--- src/hw/tcu8_pkg.sv ---
// Package of constants and types for the 8-bit timer compare unit.
package tcu8_pkg;
  localparam logic [7:0] tcu8_bottom = 8'h00;
  localparam logic [7:0] tcu8_max = 8'hff;
  localparam logic [7:0] tcu8_count_rst = 8'h00;
  localparam logic [7:0] tcu8_compare_rst = 8'h00;
  localparam logic [2:0] tcu8_cs_stopped = 3'h0;
  localparam logic [2:0] tcu8_cs_div1 = 3'h1;
  localparam logic [2:0] tcu8_cs_div8 = 3'h2;
  localparam logic [2:0] tcu8_cs_div32 = 3'h3;
  localparam logic [2:0] tcu8_cs_div64 = 3'h4;
  localparam logic [2:0] tcu8_cs_div128 = 3'h5;
  localparam logic [2:0] tcu8_cs_div256 = 3'h6;
  localparam logic [2:0] tcu8_cs_div1024 = 3'h7;
  localparam logic [1:0] tcu8_wgm_normal = 2'h0;
  localparam logic [1:0] tcu8_wgm_phase_pwm = 2'h1;
  localparam logic [1:0] tcu8_wgm_ctc = 2'h2;
  localparam logic [1:0] tcu8_wgm_fast_pwm = 2'h3;
  localparam logic [1:0] tcu8_com_none = 2'h0;
  localparam logic [1:0] tcu8_com_toggle = 2'h1;
  localparam logic [1:0] tcu8_com_clear = 2'h2;
  localparam logic [1:0] tcu8_com_set = 2'h3;
  localparam int tcu8_presc_width = 10;
  localparam logic [9:0] tcu8_presc_rst = 10'h000;
  typedef enum logic {tcu8_dir_up, tcu8_dir_down} tcu8_dir_t;
endpackage

--- src/hw/tcu8_timer.sv ---
// Eight-bit timer/counter with one compare channel and waveform output.
//
// Contract
// - Counter, compare register and comparator are all eight bits wide.
// - Clock select zero gives no tick; counter stays stopped.
// - Tick comes from I/O clock, or crystal oscillator when async select set.
// - Bottom indication is high whenever the counter is zero.
// - Maximum is 0xff; max indication high when counter equals it.
// - Top is 0xff or the compare value, chosen by mode.
// - Each tick clears, increments or decrements counter per mode and direction.
// - CPU may read and write the counter at any time.
// - CPU counter write beats a simultaneous clear or count.
// - Waveform mode bits choose count sequence and overflow flag timing.
// - Comparator asserts match whenever counter equals active compare value.
// - Match sets compare flag on the following tick.
// - Compare flag with enable set raises compare interrupt request.
// - Compare flag clears on interrupt service or software writing one.
// - Waveform output built from match, mode, output mode, max and bottom.
// - Compare value double-buffered in PWM modes, direct otherwise.
// - Buffered value moves to active register only at max, in both PWM modes.
// - Force strobe in non-PWM modes acts on output like a real match.
// - Forced compare sets no flag and does not clear the counter.
// - Counter write blocks any match in the next tick cycle, even stopped.
// - Output state keeps its value across waveform mode changes.
// - Output mode field is unbuffered and takes effect immediately.
// - Output mode zero means no output action; nonzero overrides port data.
// - Pin direction bit still decides whether the pin is driven.
`timescale 1ns/1ps
module tcu8_timer (
  // Clock and reset
  input wire logic clk,
  input wire logic rst_b,
  // Clock source control
  input wire logic [2:0] clock_select_field,
  input wire logic async_clock_select,
  input wire logic crystal_pin_one,
  // Mode control
  input wire logic [1:0] waveform_mode_field,
  input wire logic [1:0] compare_output_mode_field,
  input wire logic force_compare_strobe,
  // Counter access
  input wire logic counter_write,
  input wire logic [7:0] counter_wdata,
  output logic [7:0] counter_value,
  // Compare access
  input wire logic compare_write,
  input wire logic [7:0] compare_wdata,
  output logic [7:0] compare_value,
  // Flags and interrupt
  input wire logic compare_irq_enable,
  input wire logic compare_irq_ack,
  input wire logic compare_flag_clear,
  input wire logic overflow_irq_ack,
  input wire logic overflow_flag_clear,
  output logic compare_flag,
  output logic overflow_flag,
  output logic compare_irq,
  // Pin
  input wire logic compare_pin_direction,
  input wire logic port_data,
  output logic compare_pin_out,
  output logic compare_pin_oe
);

  logic xtal_meta;
  logic xtal_sync;
  logic xtal_prev;
  logic [9:0] presc;
  logic presc_src;
  logic tick;
  logic [7:0] compare_buffer;
  logic [7:0] compare_active;
  tcu8_pkg::tcu8_dir_t dir;
  logic block_match;
  logic match_pending;
  logic oc_state;
  logic next_oc;
  logic is_pwm;
  logic at_bottom;
  logic at_max;
  logic at_top;
  logic match;
  logic [7:0] top_value;
  logic [9:0] tap_mask;

  function automatic logic is_pwm_mode(input logic [1:0] wgm);
    is_pwm_mode = (wgm == tcu8_pkg::tcu8_wgm_phase_pwm) ||
                  (wgm == tcu8_pkg::tcu8_wgm_fast_pwm);
  endfunction

  // Rising crystal edges are counted as ticks after a two-stage synchroniser.
  always_ff @(posedge clk or negedge rst_b) begin
    if (!rst_b) begin
      xtal_meta <= 1'b0;
      xtal_sync <= 1'b0;
      xtal_prev <= 1'b0;
    end else begin
      xtal_meta <= crystal_pin_one;
      xtal_sync <= xtal_meta;
      xtal_prev <= xtal_sync;
    end
  end

  // Prescaler source is the I/O clock or a rising crystal edge.
  always_comb begin
    presc_src = 1'b1;
    if (async_clock_select) begin
      presc_src = xtal_sync && !xtal_prev;
    end
  end

  always_ff @(posedge clk or negedge rst_b) begin
    if (!rst_b) begin
      presc <= tcu8_pkg::tcu8_presc_rst;
    end else if (clock_select_field == tcu8_pkg::tcu8_cs_stopped) begin
      presc <= tcu8_pkg::tcu8_presc_rst;
    end else if (presc_src) begin
      presc <= presc + 10'h001;
    end
  end

  // A tick fires when every prescaler bit below the chosen tap is one.
  always_comb begin
    case (clock_select_field)
      tcu8_pkg::tcu8_cs_div1: tap_mask = 10'h000;
      tcu8_pkg::tcu8_cs_div8: tap_mask = 10'h007;
      tcu8_pkg::tcu8_cs_div32: tap_mask = 10'h01f;
      tcu8_pkg::tcu8_cs_div64: tap_mask = 10'h03f;
      tcu8_pkg::tcu8_cs_div128: tap_mask = 10'h07f;
      tcu8_pkg::tcu8_cs_div256: tap_mask = 10'h0ff;
      tcu8_pkg::tcu8_cs_div1024: tap_mask = 10'h3ff;
      default: tap_mask = 10'h000;
    endcase
    tick = presc_src && ((presc & tap_mask) == tap_mask) &&
           (clock_select_field != tcu8_pkg::tcu8_cs_stopped);
  end

  assign is_pwm = is_pwm_mode(waveform_mode_field);
  assign at_bottom = (counter_value == tcu8_pkg::tcu8_bottom);
  assign at_max = (counter_value == tcu8_pkg::tcu8_max);
  assign match = (counter_value == compare_active);

  always_comb begin
    if (waveform_mode_field == tcu8_pkg::tcu8_wgm_ctc) begin
      top_value = compare_active;
    end else begin
      top_value = tcu8_pkg::tcu8_max;
    end
    at_top = (counter_value == top_value);
  end

  // Counter sequence per waveform mode; CPU write has priority.
  always_ff @(posedge clk or negedge rst_b) begin
    if (!rst_b) begin
      counter_value <= tcu8_pkg::tcu8_count_rst;
    end else if (counter_write) begin
      counter_value <= counter_wdata;
    end else if (tick) begin
      case (waveform_mode_field)
        tcu8_pkg::tcu8_wgm_ctc: begin
          if (at_top) begin
            counter_value <= tcu8_pkg::tcu8_bottom;
          end else begin
            counter_value <= counter_value + 8'h01;
          end
        end
        tcu8_pkg::tcu8_wgm_phase_pwm: begin
          if ((dir == tcu8_pkg::tcu8_dir_up && !at_max) || at_bottom) begin
            counter_value <= counter_value + 8'h01;
          end else begin
            counter_value <= counter_value - 8'h01;
          end
        end
        default: begin
          counter_value <= counter_value + 8'h01;
        end
      endcase
    end
  end

  // Count direction for the dual-slope mode turns at max and bottom.
  always_ff @(posedge clk or negedge rst_b) begin
    if (!rst_b) begin
      dir <= tcu8_pkg::tcu8_dir_up;
    end else if (waveform_mode_field != tcu8_pkg::tcu8_wgm_phase_pwm) begin
      dir <= tcu8_pkg::tcu8_dir_up;
    end else if (tick && !counter_write) begin
      if (at_max) begin
        dir <= tcu8_pkg::tcu8_dir_down;
      end else if (at_bottom) begin
        dir <= tcu8_pkg::tcu8_dir_up;
      end
    end
  end

  // In PWM modes writes land in the buffer and move at max (top).
  always_ff @(posedge clk or negedge rst_b) begin
    if (!rst_b) begin
      compare_buffer <= tcu8_pkg::tcu8_compare_rst;
    end else if (compare_write) begin
      compare_buffer <= compare_wdata;
    end
  end

  always_ff @(posedge clk or negedge rst_b) begin
    if (!rst_b) begin
      compare_active <= tcu8_pkg::tcu8_compare_rst;
    end else if (!is_pwm) begin
      if (compare_write) begin
        compare_active <= compare_wdata;
      end
    end else if (tick) begin
      if ((waveform_mode_field == tcu8_pkg::tcu8_wgm_fast_pwm && at_max) ||
          (waveform_mode_field == tcu8_pkg::tcu8_wgm_phase_pwm && at_max)) begin
        compare_active <= compare_buffer;
      end
    end
  end

  // Software sees the buffer in PWM modes and the live register otherwise.
  always_ff @(posedge clk or negedge rst_b) begin
    if (!rst_b) begin
      compare_value <= tcu8_pkg::tcu8_compare_rst;
    end else if (is_pwm) begin
      compare_value <= compare_write ? compare_wdata : compare_buffer;
    end else begin
      compare_value <= compare_write ? compare_wdata : compare_active;
    end
  end

  // A counter write blocks matches until the next tick has passed.
  always_ff @(posedge clk or negedge rst_b) begin
    if (!rst_b) begin
      block_match <= 1'b0;
    end else if (counter_write) begin
      block_match <= 1'b1;
    end else if (tick) begin
      block_match <= 1'b0;
    end
  end

  // Match is latched on one tick and raises the flag on the next.
  always_ff @(posedge clk or negedge rst_b) begin
    if (!rst_b) begin
      match_pending <= 1'b0;
    end else if (tick) begin
      match_pending <= match && !block_match && !counter_write;
    end
  end

  // Hardware set wins over a clear arriving in the same cycle.
  always_ff @(posedge clk or negedge rst_b) begin
    if (!rst_b) begin
      compare_flag <= 1'b0;
    end else if (tick && match_pending) begin
      compare_flag <= 1'b1;
    end else if (compare_irq_ack || compare_flag_clear) begin
      compare_flag <= 1'b0;
    end
  end

  always_ff @(posedge clk or negedge rst_b) begin
    if (!rst_b) begin
      compare_irq <= 1'b0;
    end else begin
      compare_irq <= compare_irq_enable && (compare_flag ||
                     (tick && match_pending));
    end
  end

  // Overflow timing follows the waveform mode.
  always_ff @(posedge clk or negedge rst_b) begin
    if (!rst_b) begin
      overflow_flag <= 1'b0;
    end else if (tick && !counter_write &&
                 ((waveform_mode_field == tcu8_pkg::tcu8_wgm_phase_pwm) ?
                  at_bottom : at_max)) begin
      overflow_flag <= 1'b1;
    end else if (overflow_irq_ack || overflow_flag_clear) begin
      overflow_flag <= 1'b0;
    end
  end

  // Output state update from match, force strobe and extreme values.
  always_comb begin
    next_oc = oc_state;
    if (!is_pwm) begin
      if ((tick && match && !block_match && !counter_write) ||
          force_compare_strobe) begin
        case (compare_output_mode_field)
          tcu8_pkg::tcu8_com_toggle: next_oc = !oc_state;
          tcu8_pkg::tcu8_com_clear: next_oc = 1'b0;
          tcu8_pkg::tcu8_com_set: next_oc = 1'b1;
          default: next_oc = oc_state;
        endcase
      end
    end else if (tick && compare_output_mode_field[1]) begin
      if (waveform_mode_field == tcu8_pkg::tcu8_wgm_fast_pwm) begin
        if (at_max) begin
          next_oc = !compare_output_mode_field[0];
        end else if (match && !block_match && !counter_write) begin
          next_oc = compare_output_mode_field[0];
        end
      end else if (match && !block_match && !counter_write) begin
        next_oc = (dir == tcu8_pkg::tcu8_dir_up) ^ !compare_output_mode_field[0];
      end
    end
  end

  // Mode changes never reset the output state.
  always_ff @(posedge clk or negedge rst_b) begin
    if (!rst_b) begin
      oc_state <= 1'b0;
    end else begin
      oc_state <= next_oc;
    end
  end

  // Pin drive: port data unless output mode is nonzero; direction gates.
  always_ff @(posedge clk or negedge rst_b) begin
    if (!rst_b) begin
      compare_pin_out <= 1'b0;
      compare_pin_oe <= 1'b0;
    end else begin
      compare_pin_out <= (compare_output_mode_field != tcu8_pkg::tcu8_com_none) ?
                         next_oc : port_data;
      compare_pin_oe <= compare_pin_direction;
    end
  end

endmodule

--- config.mk ---
export PLATFORM = sky130hd
export DESIGN_NAME = tcu8_timer
export DESIGN_NICKNAME = d
export VERILOG_FILES = /design/src/hw/tcu8_pkg.sv /design/src/hw/tcu8_timer.sv
export SDC_FILE = /design/constraint.sdc
export NUM_CORES = 1
export LEC_CHECK = 0
export ABC_AREA = 1
export BUFFER_PORTS_ARGS = -buffer_cell sky130_fd_sc_hd__buf_2
export CAP_MARGIN = 30
export CORE_AREA = 2 2 99 72
export CTS_CLUSTER_DIAMETER = 80
export CTS_CLUSTER_SIZE = 40
export DETAILED_ROUTE_END_ITERATION = 6
export DIE_AREA = 0 0 101 74
export HOLD_SLACK_MARGIN = 0.08
export PLACE_DENSITY = 0.72
export SYNTH_ARGS = -nofsm -noshare
export SYNTH_HDL_FRONTEND = slang
export SYNTH_SLANG_ARGS = --single-unit
--- constraint.sdc ---
create_clock -name clk -period 4.27 [get_ports clk]
set_input_delay 0.854 -clock clk [delete_from_list [all_inputs] [get_ports clk]]
set_output_delay 0.854 -clock clk [all_outputs]
set_load 0.005 [all_outputs]
==> metrics.md <==
| Metric | Value |
|---|---|
| GR Util All Layers | 0.208 |
| Max FO, Critical Path | 18 |
| Worst IR Drop VDD | around 0.00020 V |
| Crit start category | primary input |
| Share of cells above drive strength 1 | 0.183 |
| Cells after Synth | roughly 440 |
| Ports | 58 |
| Final #Nets | 536 |
| Max_slew headroom | 0.548 |
| CP Capture Type | register |
| Yosys cell types | 37 |
| Die Height | ~74 microns |
| Reg-to-Reg End | counter_value[4] |
| IO Port Bufs | between 50 and 60 |
| DP HPWL | 5680 microns |
| CTS Buf Count | 5 |
| Wire per inst | ~13 microns |
| Area Growth Syn to Fin | 13.3% |
| Hold-fix buffers, CTS | 0 |
| Dpl ws | between 1 and 1.5 ns |
| Synthesis Warnings | 0 |
| Hold Startpoint | xtal_meta |
| Final worst setup slack | 1.79 ns |
| Starting DRC count in detailed routing | 144 |
| # Post-CTS Setup Buffers | 0 |
| Post-CTS resize count | 0 |
| Non-Filler Instances | around 570 |
| Reg2reg start | counter_value[1] |
| Clock-pin slew on the worst setup and hold paths | around 0.10 ns |
| Fmax | 403 MHz |
| R2R Setup Slk | between 2 and 2.5 ns |
| Ant. Diodes | 0 |
| Outcome | completed |
| CTS root buffer | clkbuf_8 |
| Commonest non-fill, non-tap cells in the layout | nand2_1, buf_2, o21ai_0, inv_1, dfrtp_1 |
| Crit Path Class | in -> reg |
| Vias in the first global route | 2,743 |
| Core box area | between 6000 and 7000 sq um |
| Routed Antenna Nets | 0 |
| Drt pass-1 iters | 5 |
| Die area | 7470 sq um |
| CTS max path bufs | 2 |
| FF+latch count, synth | 54 |
| DR DRC count | 0 |
| Min-Delay Endpoint | xtal_sync |
| Number of antenna violations at the first check in global routing | 0 |
| Placed insts | around 570 |
| Hold crit path type | reg -> reg |
| Worst-Margin Slew | about 0.68 ns |
| Design area | ~3600 sq um |
| Register area share after synthesis | 0.425 |
| Worst EP required | 4.44 ns |
| Final Total Pwr | 1.25 mW |
| Die width | 101 microns |
| # setup viols final | 0 |
| Min-Delay Path Depth | 0 |
| Vias/cell | between 5 and 6 |
| Most common cell after layout, fill and taps aside | nand2_1 |
| Global-route wire length before repair | ~12,000 microns |
| Largest net degree at the start of global routing | 31 |
| H-tree levels | 2 |
| Worst r2r path cells | 12 |
| Lkg Pwr | approximately 1.9 nW |
| Grt total ovfl | 0 |
| Fillers | about 630 |
| Max cap viols | 0 |
| Final Skew | roughly 0.0067 ns |
| Via count | 2,942 |
| Final Max Slew Viols | 0 |
| Syn Nets | 480 |
| Initial Util | 0.484 |
| Setup_tns | 0 ns |
| Placer's final routability congestion estimate | roughly 0.9 |
| Placement Rows | 25 |
| Post-synthesis average cell area | around 7.3 sq um |
| Pwr Density | 347 nW/um^2 |
| Final WL | about 7300 microns |
| RSZ-0062 raised after global routing | false |
| Dpl cell area | around 3500 sq um |
| Final hold viol count | 0 |
| Clock Latency Late Sink | about 0.30 ns |
| Part of the cycle the worst path needs | 0.582 |
| CTS sink count | 54 |
| Crit path time final | between 2 and 2.5 ns |
| WP data arrival | 2.66 ns |
| CTS tree | done |
| Cell area after synthesis | 3180 sq um |
routing by layer:
layer | wire (microns) | up-vias | share of wire | track usage
met5 | 0 | - | 0 | 0
met4 | 25 | 0 | 0.0034 | 0.0375
met3 | 446 | 2 | 0.061 | 0.0367
met2 | 3170 | 72 | 0.43 | 0.319
met1 | 3670 | 1359 | 0.50 | 0.313
li1 | - | 1509 | - | -
cell usage after synthesis, drive strengths merged:
| library cell | number | area (sq um) |
|---|---|---|
| nor4 | 1 | 6.26 |
| xnor2 | 1 | 8.76 |
| nand2 | 131 | 507 |
| clkbuf | 2 | 7.51 |
| xor2 | 7 | 61.3 |
| nand3 | 28 | 150 |
| inv | 61 | 229 |
| nand4 | 3 | 25.0 |
| clkinv | 1 | 3.75 |
| or2 | 1 | 6.26 |
| o211ai | 2 | 15.0 |
| a21oi | 14 | 70.1 |
| dfrtp | 54 | 1350 |
| a31oi | 1 | 6.26 |
| o22ai | 1 | 6.26 |
| a22o | 1 | 8.76 |
| buf | 7 | 48.8 |
| nor2 | 37 | 154 |
| a21boi | 1 | 7.51 |
| o21a | 1 | 7.51 |
| a22oi | 1 | 7.51 |
| ha | 7 | 87.6 |
| nor3 | 10 | 60.1 |
| o21ai | 61 | 317 |
| o31ai | 2 | 28.8 |
power by group:
group | internal [mW] | switching, mW
sequential | 0.574 | 0.0579
combinational | 0.123 | 0.208
clock | 0.117 | 0.173
cells by family (layout without fill, tap and decap cells):
family,count (synthesis),in the layout,synth area share
buf+inv,71,127,0.0909
compound gates,85,85,0.149
simple gates,211,211,0.286
flops,54,54,0.425
fa+ha+maj,7,7,0.0275
xor+xnor,8,8,0.0220
critical path: stages:
cell and delay [ns]:
buf_2 0.10, inv_1 0.04, ha_1 0.21, nor2_2 0.51
clkinv_1 0.50, o21ai_4 0.29, o21ai_0 0.14
area by class of cell:
cell class | count | area, sq um | share of cell area
Clock buffer | 5 | 68.8 | 0.0191
Clock inverter | 2 | 17.5 | 0.00486
Inverter | 62 | 233 | 0.0646
Multi-Input combinational cell | 311 | 1540 | 0.427
Sequential cell | 54 | 1350 | 0.375
Tap cell | 81 | 101 | 0.0281
Timing Repair Buffer | 58 | 293 | 0.0812
worst max path at each step:
stage / slack, ns / depth (start not counted) / from / end
2_1_floorplan: 2.18 / 7 / waveform_mode_field[1] / compare_active[2]
3_3_place_gp: 1.52 / 10 / waveform_mode_field[1] / compare_pin_out
3_5_place_dp: 1.42 / 7 / waveform_mode_field[1] / compare_active[4]
4_1_cts: 1.78 / 7 / waveform_mode_field[1] / compare_active[4]
5_1_grt: 1.53 / 8 / waveform_mode_field[1] / compare_active[1]
6_report: 1.79 / 7 / waveform_mode_field[1] / compare_active[1]
metrics by stage:
| stage | hold WS (ns) | util |
|---|---|---|
| 2_1_floorplan | 0.331 | - |
| 3_3_place_gp | 0.336 | 0.536 |
| 3_5_place_dp | 0.339 | 0.536 |
| 4_1_cts | 0.364 | 0.549 |
| 5_1_grt | 0.367 | 0.549 |
| 6_report | 0.360 | 0.549 |
registers in the layout, summed over array words and instances, names as in the netlist:
| name | cells |
|---|---|
| block_match | 1 |
| compare_pin_oe | 1 |
| xtal_meta | 1 |
| compare_value | 8 |
| compare_pin_out | 1 |
| overflow_flag | 1 |
| compare_flag | 1 |
| presc | 10 |
| match_pending | 1 |
| compare_buffer | 8 |
| compare_irq | 1 |
| dir | 1 |
| counter_value | 8 |
| xtal_sync | 1 |
| compare_active | 8 |
| xtal_prev | 1 |
| oc_state | 1 |
No activity file was read; power rests on OpenSTA's default activity.
